File: src/sca_regs.svh
// Purpose: Register offsets, field positions and reset values of the admission block.
// Assumes: APB with 32-bit data; one aligned word per register.
// Notes: Byte addresses; the command block occupies eight words from offset zero.
`ifndef SCA_REGS_SVH
`define SCA_REGS_SVH

`define SCA_CDB_BASE 8'h00
`define SCA_CTRL_OFF 8'h20
`define SCA_COND_OFF 8'h24
`define SCA_REFTAG_OFF 8'h28
`define SCA_APPTAG_OFF 8'h2c
`define SCA_STAT_OFF 8'h30
`define SCA_SENSE_OFF 8'h34
`define SCA_LBALO_OFF 8'h38
`define SCA_LBAHI_OFF 8'h3c
`define SCA_COUNT_OFF 8'h40

`define SCA_CTRL_GO 0
`define SCA_CTRL_LUN 15:8
`define SCA_CTRL_INIT 23:16

`define SCA_COND_WRONG_CONN 0
`define SCA_COND_UNIT_ATTN 1
`define SCA_COND_OTHER_BUSY 2
`define SCA_COND_QUEUE_FULL 3
`define SCA_COND_DEFERRED 4
`define SCA_COND_NOT_READY 5
`define SCA_COND_RESERVED 6
`define SCA_COND_BUS_ERROR 7
`define SCA_COND_PROTECTION_ENABLED 8
`define SCA_COND_PTYPE 11:9
`define SCA_COND_APP_OWNER 12
`define SCA_COND_DISC_PRIV 13

`define SCA_RST_WORD 32'h0000_0000
`define SCA_PTYPE_TWO 3'h1

`endif

File: src/sca_pkg.sv
// Purpose: Types shared by the admission block.
// Assumes: Status byte layout with the code in bits 5 down to 1.
// Notes: Only the codes this target can produce are listed.
package sca_pkg;

  typedef enum logic [7:0] {
    SCA_GOOD = 8'h00,
    SCA_CHECK = 8'h02,
    SCA_COND_MET = 8'h04,
    SCA_BUSY = 8'h08,
    SCA_RESV_CONFLICT = 8'h18,
    SCA_QUEUE_FULL = 8'h28
  } sca_status_t;

  typedef enum logic [7:0] {
    SCA_OP_TEST_READY = 8'h00,
    SCA_OP_REQ_SENSE = 8'h03,
    SCA_OP_INQUIRY = 8'h12,
    SCA_OP_PREFETCH10 = 8'h34,
    SCA_OP_PREFETCH16 = 8'h90,
    SCA_OP_FILL16 = 8'h93,
    SCA_OP_VARLEN = 8'h7f
  } sca_opcode_t;

  typedef struct packed {
    logic [3:0] key;
    logic [7:0] asc;
    logic [7:0] ascq;
  } sca_sense_t;

  localparam logic [7:0] SCA_FILL32_ADD_LEN = 8'h18;
  localparam logic [15:0] SCA_FILL32_SVC = 16'h000d;
  localparam logic [7:0] SCA_UNKNOWN_PDT = 8'h7f;

endpackage : sca_pkg

File: src/sca_admit.sv
// Purpose: Command admission, priority selection, status byte and sense data for one target.
// Assumes: Software loads the command block and condition word, then writes the start bit.
// Notes: Results appear one clock after the start write takes effect.
//
// Decided for this implementation: register access over APB and the address map.
`timescale 1ns/1ps
`default_nettype none
`include "sca_regs.svh"

module sca_admit
  import sca_pkg::*;
#(
  parameter int ADDR_W = 8  // APB address width.
) (
  input wire logic CLOCK,  // 10 MHz clock.
  input wire logic RST_N,  // Synchronous reset, active low.
  input wire logic PSEL,  // APB select.
  input wire logic PENABLE,  // APB access phase.
  input wire logic PWRITE,  // APB write when high.
  input wire logic [ADDR_W-1:0] PADDR,  // APB byte address.
  input wire logic [31:0] PWDATA,  // APB write data.
  output logic [31:0] PRDATA,  // APB read data.
  output logic PREADY,  // APB ready.
  output logic PSLVERR,  // APB error for unmapped addresses.
  output logic [7:0] STATUS_BYTE,  // Last status byte sent.
  output logic STATUS_STB,  // One-cycle pulse with each status byte.
  output logic EXEC_STB,  // One-cycle pulse when a fill-write starts.
  output logic FILL_ALL  // Fill-write covers all remaining blocks.
);

  if (ADDR_W < 8) begin : g_addr_chk
    $error("ADDR_W must be at least 8");
  end

  logic [31:0] cdb_q [8];
  logic [31:0] ctrl_q, cond_q, reftag_q, apptag_q;
  logic go_q, pready_q, pslverr_q;
  logic [31:0] prdata_q;
  logic [7:0] status_q, pdt_q;
  logic stb_q, exec_q, fill_q, sense_ok_q, ws32_q;
  logic [2:0] psel_q;
  sca_sense_t sense_q, pend_q;
  logic pend_valid_q;
  logic [7:0] pend_init_q;
  logic [63:0] lba_q;
  logic [31:0] count_q;

  // Byte view of the command block; a process keeps every byte tracking its word.
  logic [7:0] cdb_by [32];
  always_comb begin
    for (int k = 0; k < 32; k++) cdb_by[k] = cdb_q[k / 4][(k % 4) * 8 +: 8];
  end

  wire logic access = PSEL && PENABLE && !pready_q;
  wire logic wr = access && PWRITE;
  wire logic [7:0] off = PADDR[7:0];
  wire logic mapped = (PADDR[1:0] == 2'b00) && (off <= `SCA_COUNT_OFF) && (PADDR[ADDR_W-1:0] == 
    ADDR_W'(off));

  // Bus slave: one wait cycle, then ready with data or error.
  always_ff @(posedge CLOCK) begin
    if (!RST_N) begin
      pready_q <= 1'b0;
      pslverr_q <= 1'b0;
    end else begin
      pready_q <= access;
      pslverr_q <= access && !mapped;
    end
  end

  always_ff @(posedge CLOCK) begin
    if (!RST_N) begin
      for (int i = 0; i < 8; i++) cdb_q[i] <= `SCA_RST_WORD;
      ctrl_q <= `SCA_RST_WORD;
      cond_q <= `SCA_RST_WORD;
      reftag_q <= `SCA_RST_WORD;
      apptag_q <= `SCA_RST_WORD;
      go_q <= 1'b0;
    end else begin
      go_q <= wr && mapped && off == `SCA_CTRL_OFF && PWDATA[`SCA_CTRL_GO];
      if (wr && mapped) begin
        if (off < `SCA_CTRL_OFF) cdb_q[off[4:2]] <= PWDATA;
        if (off == `SCA_CTRL_OFF) ctrl_q <= {PWDATA[31:1], 1'b0};
        if (off == `SCA_COND_OFF) cond_q <= PWDATA;
        if (off == `SCA_REFTAG_OFF) reftag_q <= PWDATA;
        if (off == `SCA_APPTAG_OFF) apptag_q <= PWDATA;
      end
    end
  end

  always_ff @(posedge CLOCK) begin
    if (!RST_N) begin
      prdata_q <= `SCA_RST_WORD;
    end else if (access && !PWRITE && mapped) begin
      if (off < `SCA_CTRL_OFF) prdata_q <= cdb_q[off[4:2]];
      else case (off)
        `SCA_CTRL_OFF: prdata_q <= ctrl_q;
        `SCA_COND_OFF: prdata_q <= cond_q;
        `SCA_REFTAG_OFF: prdata_q <= reftag_q;
        `SCA_APPTAG_OFF: prdata_q <= apptag_q;
        `SCA_STAT_OFF: prdata_q <= {8'h00, pdt_q, pend_valid_q, ws32_q, psel_q, fill_q,
          sense_ok_q, 1'b0, status_q};
        `SCA_SENSE_OFF: prdata_q <= {12'h000, sense_q};
        `SCA_LBALO_OFF: prdata_q <= lba_q[31:0];
        `SCA_LBAHI_OFF: prdata_q <= lba_q[63:32];
        `SCA_COUNT_OFF: prdata_q <= count_q;
        default: prdata_q <= `SCA_RST_WORD;
      endcase
    end else begin
      prdata_q <= `SCA_RST_WORD;
    end
  end

  // Decode of the loaded command block.
  wire logic [7:0] opcode = cdb_by[0];
  wire logic [7:0] lun = ctrl_q[`SCA_CTRL_LUN];
  wire logic [7:0] initiator = ctrl_q[`SCA_CTRL_INIT];
  wire logic lun_ok = (lun == 8'h00);
  wire logic is_fill16 = (opcode == SCA_OP_FILL16);
  wire logic is_var = (opcode == SCA_OP_VARLEN);
  wire logic var_hdr_ok = (cdb_by[7] == SCA_FILL32_ADD_LEN) &&
    ({cdb_by[8], cdb_by[9]} == SCA_FILL32_SVC);
  wire logic is_fill32 = is_var && var_hdr_ok;
  wire logic known_op = is_fill16 || is_var || opcode == SCA_OP_TEST_READY ||
    opcode == SCA_OP_REQ_SENSE || opcode == SCA_OP_INQUIRY ||
    opcode == SCA_OP_PREFETCH10 || opcode == SCA_OP_PREFETCH16;
  wire logic cdb_bad = (is_fill16 && cdb_by[14] != 8'h00) || (is_var && !var_hdr_ok);
  wire logic type_two = cond_q[`SCA_COND_PROTECTION_ENABLED] && cond_q[`SCA_COND_PTYPE] == `SCA_PTYPE_TWO;
  wire logic [31:0] exp_ref = {cdb_by[20], cdb_by[21], cdb_by[22], cdb_by[23]};
  wire logic ref_bad = (exp_ref != reftag_q);
  wire logic [15:0] exp_app = {cdb_by[24], cdb_by[25]};
  wire logic [15:0] app_mask = {cdb_by[26], cdb_by[27]};
  // Only masked bits take part, and only while the tag owner bit is set.
  wire logic app_bad = cond_q[`SCA_COND_APP_OWNER] &&
    (((exp_app ^ apptag_q[15:0]) & app_mask) != 16'h0000);
  wire logic [63:0] new_lba = is_fill32 ?
    {cdb_by[12], cdb_by[13], cdb_by[14], cdb_by[15],
    cdb_by[16], cdb_by[17], cdb_by[18], cdb_by[19]} :
    {cdb_by[2], cdb_by[3], cdb_by[4], cdb_by[5],
    cdb_by[6], cdb_by[7], cdb_by[8], cdb_by[9]};
  wire logic [31:0] new_count = is_fill32 ?
    {cdb_by[28], cdb_by[29], cdb_by[30], cdb_by[31]} :
    {cdb_by[10], cdb_by[11], cdb_by[12], cdb_by[13]};
  wire logic [2:0] new_psel = is_fill32 ? cdb_by[10][7:5] : cdb_by[1][7:5];

  sca_status_t st;
  sca_sense_t sn;
  logic do_exec;
  logic [7:0] pdt;

  // Fixed-priority admission; the first active condition wins.
  always_comb begin
    st = SCA_GOOD;
    sn = '0;
    do_exec = 1'b0;
    pdt = 8'h00;
    if (!lun_ok) begin
      if (opcode == SCA_OP_INQUIRY) begin
        pdt = SCA_UNKNOWN_PDT;
      end else if (opcode == SCA_OP_REQ_SENSE) begin
        sn = '{key: 4'h5, asc: 8'h25, ascq: 8'h00};
      end else begin
        st = SCA_CHECK;
        sn = '{key: 4'h5, asc: 8'h25, ascq: 8'h00};
      end
    end else if (cond_q[`SCA_COND_WRONG_CONN]) begin
      st = SCA_CHECK;
      sn = '{key: 4'hb, asc: 8'h4e, ascq: 8'h00};
    end else if (cond_q[`SCA_COND_UNIT_ATTN]) begin
      st = SCA_CHECK;
      sn = '{key: 4'h6, asc: 8'h29, ascq: 8'h00};
    end else if (cond_q[`SCA_COND_OTHER_BUSY] && !cond_q[`SCA_COND_DISC_PRIV]) begin
      st = SCA_BUSY;
    end else if (cond_q[`SCA_COND_QUEUE_FULL]) begin
      st = SCA_QUEUE_FULL;
    end else if (cond_q[`SCA_COND_DEFERRED]) begin
      st = SCA_CHECK;
      sn = '{key: 4'h4, asc: 8'h44, ascq: 8'h00};
    end else if (cond_q[`SCA_COND_NOT_READY]) begin
      st = SCA_CHECK;
      sn = '{key: 4'h2, asc: 8'h04, ascq: 8'h01};
    end else if (cond_q[`SCA_COND_RESERVED]) begin
      st = SCA_RESV_CONFLICT;
    end else if (!known_op) begin
      st = SCA_CHECK;
      sn = '{key: 4'h5, asc: 8'h20, ascq: 8'h00};
    end else if (cdb_bad) begin
      st = SCA_CHECK;
      sn = '{key: 4'h5, asc: 8'h24, ascq: 8'h00};
    end else if (is_fill32 && !type_two) begin
      st = SCA_CHECK;
      sn = '{key: 4'h5, asc: 8'h20, ascq: 8'h00};
    end else if (is_fill32 && ref_bad) begin
      st = SCA_CHECK;
      sn = '{key: 4'hb, asc: 8'h10, ascq: 8'h03};
    end else if (is_fill32 && app_bad) begin
      st = SCA_CHECK;
      sn = '{key: 4'hb, asc: 8'h10, ascq: 8'h02};
    end else begin
      if (opcode == SCA_OP_PREFETCH10 || opcode == SCA_OP_PREFETCH16) st = SCA_COND_MET;
      if (opcode == SCA_OP_REQ_SENSE && pend_valid_q) sn = pend_q;
      do_exec = is_fill16 || is_fill32;
    end
  end

  wire logic bus_err = cond_q[`SCA_COND_BUS_ERROR];
  wire logic report = go_q && !bus_err;

  // Status byte and returned sense for the command just admitted.
  always_ff @(posedge CLOCK) begin
    if (!RST_N) begin
      status_q <= 8'h00;
      stb_q <= 1'b0;
      sense_q <= '0;
      sense_ok_q <= 1'b0;
      pdt_q <= 8'h00;
    end else begin
      stb_q <= report;
      if (report) begin
        status_q <= {2'b00, st[5:1], 1'b0};
        sense_q <= sn;
        // Sense is meaningless for busy, queue full and conflict answers.
        sense_ok_q <= (st == SCA_CHECK) || (st == SCA_GOOD && opcode == SCA_OP_REQ_SENSE);
        pdt_q <= pdt;
      end
    end
  end

  // Sense of the last check on the valid unit, held until its initiator gets an answer other than check.
  always_ff @(posedge CLOCK) begin
    if (!RST_N) begin
      pend_q <= '0;
      pend_valid_q <= 1'b0;
      pend_init_q <= 8'h00;
    end else if (report && lun_ok) begin
      if (st == SCA_CHECK) begin
        pend_q <= sn;
        pend_valid_q <= 1'b1;
        pend_init_q <= initiator;
      end else if (initiator == pend_init_q) begin
        pend_valid_q <= 1'b0;
      end
    end
  end

  // Hand-off of an admitted fill-write; invalid units never reach here.
  always_ff @(posedge CLOCK) begin
    if (!RST_N) begin
      exec_q <= 1'b0;
      fill_q <= 1'b0;
      ws32_q <= 1'b0;
      psel_q <= 3'h0;
      lba_q <= 64'h0;
      count_q <= 32'h0;
    end else begin
      exec_q <= report && do_exec && lun_ok;
      if (report && do_exec && lun_ok) begin
        lba_q <= new_lba;
        count_q <= new_count;
        fill_q <= (new_count == 32'h0);
        ws32_q <= is_fill32;
        psel_q <= new_psel;
      end
    end
  end

  assign PRDATA = prdata_q;
  assign PREADY = pready_q;
  assign PSLVERR = pslverr_q;
  assign STATUS_BYTE = status_q;
  assign STATUS_STB = stb_q;
  assign EXEC_STB = exec_q;
  assign FILL_ALL = fill_q;

  status_layout_a: assert property (@(posedge CLOCK) disable iff (!RST_N)
    STATUS_STB |-> STATUS_BYTE[7:6] == 2'b00 && STATUS_BYTE[0] == 1'b0)
    else $error("status byte reserved bits not zero");

  no_intermediate_a: assert property (@(posedge CLOCK) disable iff (!RST_N)
    STATUS_STB |-> STATUS_BYTE != 8'h10 && STATUS_BYTE != 8'h14)
    else $error("intermediate status produced");

  bus_error_a: assert property (@(posedge CLOCK) disable iff (!RST_N)
    go_q && bus_err |=> !STATUS_STB && !EXEC_STB)
    else $error("status reported despite bus error");

  bad_unit_a: assert property (@(posedge CLOCK) disable iff (!RST_N)
    report && !lun_ok && opcode != SCA_OP_INQUIRY && opcode != SCA_OP_REQ_SENSE
    |=> STATUS_BYTE == 8'h02 && sense_q.asc == 8'h25 && !EXEC_STB)
    else $error("invalid unit not refused");

  bad_unit_query_a: assert property (@(posedge CLOCK) disable iff (!RST_N)
    report && !lun_ok && opcode == SCA_OP_INQUIRY |=> STATUS_BYTE == 8'h00 && pdt_q == 8'h7f)
    else $error("invalid unit query wrong");

  unit_isolate_a: assert property (@(posedge CLOCK) disable iff (!RST_N)
    go_q && !lun_ok |=> $stable(lba_q) && $stable(count_q) && $stable(pend_valid_q))
    else $error("invalid unit disturbed valid unit");

  busy_code_a: assert property (@(posedge CLOCK) disable iff (!RST_N)
    report && lun_ok && cond_q[3:0] == 4'b0100 && !cond_q[`SCA_COND_DISC_PRIV]
    |=> STATUS_BYTE == 8'h08)
    else $error("busy not reported");

  queue_full_a: assert property (@(posedge CLOCK) disable iff (!RST_N)
    report && lun_ok && cond_q[1:0] == 2'b00 && cond_q[`SCA_COND_QUEUE_FULL] &&
    !(cond_q[`SCA_COND_OTHER_BUSY] && !cond_q[`SCA_COND_DISC_PRIV])
    |=> STATUS_BYTE == 8'h28 && !sense_ok_q)
    else $error("queue full not reported");

  prot_type_a: assert property (@(posedge CLOCK) disable iff (!RST_N)
    EXEC_STB && ws32_q |-> $past(type_two))
    else $error("32-byte fill ran without type two protection");

  fill_all_a: assert property (@(posedge CLOCK) disable iff (!RST_N)
    EXEC_STB |-> FILL_ALL == (count_q == 32'h0))
    else $error("fill-all flag does not match count");

  exec_timing_a: assert property (@(posedge CLOCK) disable iff (!RST_N)
    report && lun_ok && is_fill16 && cond_q[6:0] == 7'h00 && !cdb_bad
    |=> EXEC_STB && STATUS_STB && STATUS_BYTE == 8'h00)
    else $error("16-byte fill not started");

endmodule : sca_admit
`default_nettype wire

File: config.mk
export PLATFORM = sky130hd
export DESIGN_NAME = sca_admit
export DESIGN_NICKNAME = d
export VERILOG_FILES = /design/src/sca_pkg.sv /design/src/sca_admit.sv
export VERILOG_INCLUDE_DIRS = /design/src
export SDC_FILE = /design/constraint.sdc
export NUM_CORES = 1
export LEC_CHECK = 0
export BUFFER_PORTS_ARGS = -buffer_cell sky130_fd_sc_hd__buf_2
export CORE_MARGIN = 4
export CORE_UTILIZATION = 56
export DETAILED_ROUTE_END_ITERATION = 16
export PLACE_DENSITY_LB_ADDON = 0.2
export SLEW_MARGIN = 20
export SYNTH_ARGS = -nofsm -noshare
export SYNTH_HDL_FRONTEND = slang
export SYNTH_SLANG_ARGS = --single-unit
File: constraint.sdc
create_clock -name CLOCK -period 4.9 [get_ports CLOCK]
set_clock_uncertainty 0.2 [all_clocks]
set_input_delay 0.49 -clock CLOCK [delete_from_list [all_inputs] [get_ports CLOCK]]
set_output_delay 0.49 -clock CLOCK [all_outputs]
set_load 0.03 [all_outputs]
Word level (Yosys, flattened, before mapping)

Memories as Yosys holds them, arrays and structs flattened.
Cells that the tools add are included.
W data, S select, Z words.

$lt $le $gt $ge: 2
Equality and inequality tests: 21
Multiplexer cells: 61
Bitwise operators: 2
Reduce and logical (&&, ||, !) cells: 59

Operators with widths:

| operator              | count |
|---|---|
| $pmux W32 S9          | 1 |
| $mux W20              | 14 |
| $mux W32              | 3 |
| $eq A8 B6 Y1 const B  | 9 |
| $mux W64              | 1 |
| $logic_not A32 Y1     | 1 |
| $ne A32 B32 Y1        | 1 |
| $reduce_or A32 Y1     | 1 |
| $logic_and A1 B1 Y1   | 26 |
| $logic_not A8 Y1      | 3 |
| $mux W3               | 8 |
| $mux W6               | 4 |
| $mux W1               | 21 |
| $mux W19              | 1 |
| $and A16 B16 Y16      | 1 |
| $eq A16 B4 Y1 const B | 1 |
| $eq A8 B2 Y1 const B  | 2 |
| $eq A8 B5 Y1 const B  | 2 |
| $eq A8 B7 Y1 const B  | 2 |
| $eq A8 B8 Y1 const B  | 2 |
| $reduce_bool A16 Y1   | 1 |
| $xor A16 B16 Y16      | 1 |
| $mux W5               | 3 |
| $mux W7               | 2 |
| 12 further kinds      | 34 |

Register bits after elaboration: 328
Bits in writable memories: 256
Input port bits: 45
Output and inout port bits: 45
Word-level logic and storage cells: 172
Memories kept: 1

Memory list:

| memory | words | width | rd ports | clocked after Yosys merged registers in | write ports | RTL line        | text |
|---|---|---|---|---|---|---|---|
| cdb_q  | 8     | 32    | 9        | 0                                       | 8           | sca_admit.sv:35 | `logic [31:0] cdb_q [8];` |

Depth between registers and ports, before layout

Gate-level depths: netlist of run 1.
An unclocked memory read counts as a cell.

Word-level depth: 22
Gate-level depth with buffers: 11

Least setup slack after synthesis of run 1

OpenSTA, ideal clock, no wires.

Path type: input to register
Start: input PADDR[5]
End: memory cdb_q[5][0], enable pin
Library setup time: 0.466 ns
Arrival time: 4.034 ns
Data required time: 4.234 ns
Setup slack: 0.201 ns
Stages on the path: 6
Path buffers: 2
Cell sequence: clkbuf_1 > nor3_1 > nand4_1 > or2_2 > clkbuf_1 > o21ai_0

RTL lines:

| element         | RTL line        | text |
|---|---|---|
| start, declared | sca_admit.sv:20 | `input wire logic [ADDR_W-1:0] PADDR,` |
| end, declared   | sca_admit.sv:35 |  |

==> results of run 1 <==
==> synth_stat cells, drive strengths merged (45+ instances only) <==
library cell / count / area, sq um
and2: 260 / 1630
buf: 45 / 288
mux2i: 109 / 1090
mux4: 64 / 1440
edfxtp: 256 / 7690
o31ai: 62 / 686
mux2: 55 / 619
nor2: 61 / 231
xor2: 48 / 420
dfxtp: 321 / 6430
o311ai: 57 / 499
clkbuf: 187 / 702
a21oi: 190 / 951
nand2: 398 / 1490
a22oi: 79 / 593
==> critical path, stage by stage, from the launching register on <==
cell	delay [ns]
edfxtp_1	0.47
nor4b_1	0.67
buf_4	0.23
nand4_1	0.27
o31ai_1	0.50
and3_4	0.30
nand3_4	0.29
buf_4	0.42
o311ai_0	0.63
o31ai_2	0.15
==> sequential cells by signal, summed over array words and instances, names as in the netlist, 3 cells and up <==
name	count
sense_q	20
PRDATA	32
cond_q	32
ctrl_q	31
count_q	32
psel_q	3
apptag_q	32
cdb_q	256
pend_q	20
lba_q	64
pend_init_q	8
reftag_q	32
STATUS_BYTE	5
==> layout make-up <==
type,count,area [sq um]
Clock inverter,20,139
Clock buffer,92,1770
Sequential cell,577,14100
Tap cell,615,769
Inverter,5,26.3
Timing Repair Buffer,163,1100
Fill cell,3823,17700
Multi-Input combinational cell,1706,12100
Antenna cell,2,5.00
==> how the worst max path moves through the flow <==
stage / from / to
CTS: cdb_q[2][3] / lba_q[27]
global placement: cdb_q[2][2] / lba_q[27]
finish: cdb_q[2][3] / count_q[4]
global route: cdb_q[2][3] / lba_q[27]
floorplan: PADDR[5] / cdb_q[5][0]
detailed placement: cdb_q[2][3] / lba_q[27]
==> power breakdown <==
part	internal (mW)	leakage [nW]	switching (mW)
Sequential	5.10	5.17	0.105
Clock	2.53	0.940	1.96
Combinational	0.171	4.68	0.397
Total	7.80	10.8	2.46
==> routing by layer <==
layer | GRT usage | up-vias | share of wire
li1 | - | 9202 | -
met3 | 0.163 | 466 | 0.16
met2 | 0.594 | 1959 | 0.41
met5 | 0 | - | 0.00012
met1 | 0.547 | 11069 | 0.36
met4 | 0.254 | 2 | 0.076
==> cell usage in the layout, fill, tap and decap left out, types with 10 or more instances in the layout <==
cell	Yosys	layout
dfxtp_1	321	321
nand2_1	398	397
nand4_1	14	14
a21oi_1	190	190
nor4_1	33	32
o31ai_2	44	44
a31oi_1	31	31
buf_2	20	83
and3_1	10	10
nand2b_1	21	19
nor3_1	18	10
clkinv_2	0	13
nand3_1	21	21
clkbuf_1	187	21
mux4_2	64	64
mux2i_1	109	109
and2_1	260	260
a211oi_1	12	12
a22o_1	27	27
edfxtp_1	256	256
mux2_2	55	55
clkbuf_16	0	63
a22oi_1	79	79
a222oi_1	11	11
buf_4	3	72
nor2_1	60	48
xor2_1	48	48
o21ai_0	27	21
o311ai_0	56	56
o31ai_1	18	18
==> kinds of logic (layout without fill, tap and decap cells) <==
logic type	Yosys count	count (layout)	share of synthesized area
other	1	5	0.000139
and+or+nand+nor	872	872	0.161
AOI/OAI and AO/OA	546	546	0.144
DFF	577	577	0.522
muxes	228	228	0.117
xor gates and xnor gates	57	57	0.0185
buffers and inverters	237	280	0.0373
==> repair_timing <==
item                                   4_1_cts  5_1_grt
setup buffers                                0        0
endpoints found under the hold margin        1        0
resized for setup                            0        0
hold buffers                                 1        0
==> flow_metrics.env, run 1 <==
export IMPL_drc_errors=0
export IMPL_yosys_warnings=0
export IMPL_rr_worst_depth=9
export IMPL_grt_max_degree=122
export IMPL_crit_required_ns=5.19
export IMPL_end_kind="flop"
export IMPL_dieWidth_um=228
export IMPL_ys_ff_latch=577
export IMPL_grt_overflow=0
export IMPL_synth_edf_count=256
export IMPL_antenna_found_initial=4
export IMPL_cts_root_buf="clkbuf_16"
export IMPL_worstMarginPinSlew_ns=1.12
export IMPL_min_path_type="in -> reg"
export IMPL_via_per_inst=7.14
export IMPL_cts_tree="built"
export IMPL_reg2reg_to="count_q[4]"
export IMPL_dp_cells=3065
export IMPL_clkSinkCount=577
export IMPL_dpl_cell_area_sq_um=28100
export IMPL_async_flop_share=0
export IMPL_hold_ws_ns=0.0267
export IMPL_max_cap_viol_count=0
export IMPL_power_density_nw_per_um2=342
export IMPL_finalHoldViolations=0
export IMPL_synth_cells=2518
export IMPL_slew_violations=0
export IMPL_rsz0062_at_grt="false"
export IMPL_syn2layout_area_growth_pct=11.1
export IMPL_drive_gt1_frac=0.180
export IMPL_drt_initial_drc_count=3769
export IMPL_setup_viol=0
export IMPL_grt_pass1_vias=21260
export IMPL_core_sq_um=47700
export IMPL_synth_seq_area_share=0.522
export IMPL_grt_usage=0.420
export IMPL_avgRoutedWirePerCell_um=35.0
export IMPL_dp_slack_ns=0.816
export IMPL_maxSlewHeadroom=0.252
export IMPL_design_area_sq_um=30000
export IMPL_synth_top_flop_cell="dfxtp_1"
export IMPL_clk_pin_slew_ns=0.06
export IMPL_r2r_start="cdb_q[2][3]"
export IMPL_vias=22698
export IMPL_power_mw=10.3
export IMPL_dieArea_sq_um=51800
export IMPL_port_buffers=86
export IMPL_critPathKind="reg -> reg"
export IMPL_initial_core_util=0.566
export IMPL_min_path_cells=3
export IMPL_layout_setup_ws_ns=0.587
export IMPL_grt_pass1_wl_mm=154
export IMPL_synthDistinctLibCells=72
export IMPL_first_pass_iters=9
export IMPL_fin_crit_sh=0.880
export IMPL_worstPathMaxFanout=34
export IMPL_setup_tns_ns=0
export IMPL_hold_end="reftag_q[28]"
export IMPL_min_delay_start="PWDATA[28]"
export IMPL_clockBufferDepth=3
export IMPL_clk_latency_ns=0.65
export IMPL_ant_nets=0
export IMPL_synth_area_sq_um=27000
export IMPL_finalNonFillerCells=3180
export IMPL_ir_drop_mv=0.301
export IMPL_dpl_hpwl_mm=74.8
export IMPL_regToRegSetupSlack_ns=0.59
export IMPL_die_h_um=228
export IMPL_fp_row_count=80
export IMPL_io_pins=90
export IMPL_status="finished, final reports clean"
export IMPL_post_route_util=0.629
export IMPL_worstPathArrival_ns=4.60
export IMPL_fin_crit_ns=4.31
export IMPL_cp_start_kind="flop"
export IMPL_cts_buffers=59
export IMPL_htree_num_levels=2
export IMPL_fmax_mhz=232
export IMPL_nets=2557
export IMPL_power_leakage_nw=10.8
export IMPL_wl_mm=111
export IMPL_avgSynthCellArea_sq_um=10.7
export IMPL_gp_routability_congestion=1.06
No activity file was read; power rests on OpenSTA's default activity.
==> run 2, diff against run 1 <==
BUFFER_PORTS_ARGS = -buffer_cell sky130_fd_sc_hd__buf_4   (was -buffer_cell sky130_fd_sc_hd__buf_2)
clock period = 3.55 ns   (was 4.9 ns; I/O delays follow)
==> run 2 against run 1 <==
  * Die area is the same
  * Sequential share of layout area shrank 2.0 points
  * Clock-buffer cell count down 12
  * Routed wire length up 2.5%
  * Critical path depth is the same
  * Register-to-register slack worse by 0.47 ns
  * Critical path type unchanged
  * Critical endpoint is now lba_q[60]
  * Largest cell class unchanged
  * Highest routed layer unchanged
==> flow_metrics.env, run 2 (synthesis gave the netlist of run 1 again) <==
export IMPL_status="finished, final reports clean"
export IMPL_largest_register="cdb_q"
export IMPL_worst_path_buf_inv=3
export IMPL_fin_crit_sh=0.968
export IMPL_fp_row_count=80
export IMPL_cpMostUsedCell="buf_4"
export IMPL_drt_initial_drc_count=3825
export IMPL_power_density_nw_per_um2=461
export IMPL_first_pass_iters=9
export IMPL_grt_pass1_wl_mm=160
export IMPL_reg_largest_list="cdb_q: 256 flops, lba_q: 64 flops"
export IMPL_design_area_sq_um=31300
export IMPL_worstPathArrival_ns=3.76
export IMPL_setup_tns_ns=0
export IMPL_dp_slack_ns=-0.0328
export IMPL_antenna_found_initial=4
export IMPL_power_leakage_nw=11.4
export IMPL_via_per_inst=7.00
export IMPL_clkPwrFrac=0.443
export IMPL_p_switching_mw=3.44
export IMPL_crit_chain="nand2b_1 -> or4_1 -> nor3_4 -> buf_4 -> buf_12 -> buf_4 -> mux2_2 -> nand2_1 -> mux2i_1"
export IMPL_intPower_mw=11.0
export IMPL_cp_start_kind="flop"
export IMPL_ant_nets=0
export IMPL_grt_pass1_vias=21652
export IMPL_drive_gt1_frac=0.200
export IMPL_cts_root_buf="clkbuf_16"
export IMPL_worstMarginPinSlew_ns=1.01
export IMPL_critPathMaxStageDelay_ns=0.67
export IMPL_grt_max_degree=171
export IMPL_cp_slowest_cell="or4_1"
export IMPL_setup_viol=0
export IMPL_avgRoutedWirePerCell_um=34.8
export IMPL_fmax_mhz=291
export IMPL_crit_required_ns=3.87
export IMPL_dieArea_sq_um=51800
export IMPL_port_buffers=86
export IMPL_cp_top_family="simple AND/OR/NAND/NOR gates"
export IMPL_layout_setup_ws_ns=0.112
export IMPL_fin_crit_ns=3.44
export IMPL_finalHoldViolations=0
export IMPL_r2r_start="cdb_q[0][7]"
export IMPL_hold_end="PSLVERR"
export IMPL_switching_share=0.238
export IMPL_nets=2653
export IMPL_grt_usage=0.436
export IMPL_end_kind="flop"
export IMPL_clockBufferDepth=3
export IMPL_critPathKind="reg -> reg"
export IMPL_grt_overflow=0
export IMPL_dieWidth_um=228
export IMPL_max_cap_viol_count=0
export IMPL_combPwrFrac=0.060
export IMPL_syn2layout_area_growth_pct=16.0
export IMPL_io_pins=90
export IMPL_layout_common_cells="nand2_1, dfxtp_1, and2_1"
export IMPL_reg2reg_to="lba_q[60]"
export IMPL_maxSlewHeadroom=0.330
export IMPL_rsz0062_at_grt="false"
export IMPL_regToRegSetupSlack_ns=0.11
export IMPL_dpl_cell_area_sq_um=29000
export IMPL_gp_routability_congestion=1.03
export IMPL_min_path_cells=4
export IMPL_clk_latency_ns=0.65
export IMPL_dpl_hpwl_mm=77.4
export IMPL_worstPathMaxFanout=26
export IMPL_rr_worst_depth=9
export IMPL_ir_drop_mv=0.469
export IMPL_layout_commonest_cell="nand2_1"
export IMPL_initial_core_util=0.566
export IMPL_sequentialPowerShare=0.497
export IMPL_clk_pin_slew_ns=0.07
export IMPL_vias=22947
export IMPL_slew_violations=0
export IMPL_fillers=3705
export IMPL_power_mw=14.5
export IMPL_min_delay_start="PADDR[5]"
export IMPL_cts_tree="built"
export IMPL_die_h_um=228
export IMPL_drc_errors=0
export IMPL_core_sq_um=47700
export IMPL_largest_reg_flops=256
export IMPL_htree_num_levels=2
export IMPL_wl_mm=114
export IMPL_cts_buffers=60
export IMPL_min_path_type="in -> reg"
export IMPL_clkSinkCount=577
-- run 2: power groups by stage --
stage               logic (mW)  registers [mW]  clock network (mW)
floorplan                0.442            7.24                   0
global route             0.884            7.18                6.68
global placement         0.799            7.31                   0
detailed placement       0.802            7.32                   0
CTS                      0.835            7.17                6.40
finish                   0.869            7.18                6.41
-- run 2: worst min-delay path: stages --
cell    delay, ns
buf_4        0.14
nor4_4       0.06
or2_2        0.31
nor2_1       0.09
-- run 2: stage by stage --
stage | utilization | instances | hold WS [ns]
6_report | 0.657 | 3280 | 0.168
5_1_grt | 0.656 | 3275 | 0.187
4_1_cts | 0.656 | 3275 | 0.140
3_5_place_dp | 0.607 | 3126 | 0.249
3_3_place_gp | 0.607 | 3126 | 0.240
2_1_floorplan | - | 2520 | 0.221
-- run 2: how the worst max path moves through the flow --
stage	start	endpoint	slack (ns)	cells after the start
4_1_cts	cdb_q[2][9]	lba_q[12]	0.09	8
3_5_place_dp	cdb_q[0][7]	pend_q[17]	-0.03	8
3_3_place_gp	cdb_q[0][7]	pend_q[17]	-0.003	8
5_1_grt	cdb_q[0][7]	pend_q[17]	0.02	8
6_report	cdb_q[0][7]	lba_q[60]	0.11	9
2_1_floorplan	PADDR[5]	cdb_q[3][0]	-0.83	5
-- run 2: layout make-up --
class                   instances  area (sq um)  share of cell area
inverters                       5          26.3            0.000838
multi-input cells            1706         12100               0.386
clock buffers                  80          1680              0.0536
flip-flops and latches        577         14100               0.450
repair buffers                258          2340              0.0746
clock inverters                34           307             0.00978
well taps                     615           769              0.0245
diodes                          5          12.5            0.000399
-- run 2: routing by layer --
metal | vias up | wire length (um) | GRT usage
li1 | 9405 | - | -
met1 | 11258 | 42700 | 0.588
met2 | 1858 | 47300 | 0.620
met3 | 424 | 16100 | 0.144
met4 | 2 | 8080 | 0.246
met5 | - | 13 | 0
-- run 2: repair_timing --
| action | CTS | global route |
|---|---|---|
| endpoints found under the setup margin | 11 | 38 |
| gates resized for setup | 0 | 1 |
| pin swaps | 1 | 0 |
| gates cloned | 0 | 0 |
| hold buffers | 34 | 0 |
| endpoints found under the hold margin | 324 | 0 |
| buffers inserted | 1 | 0 |
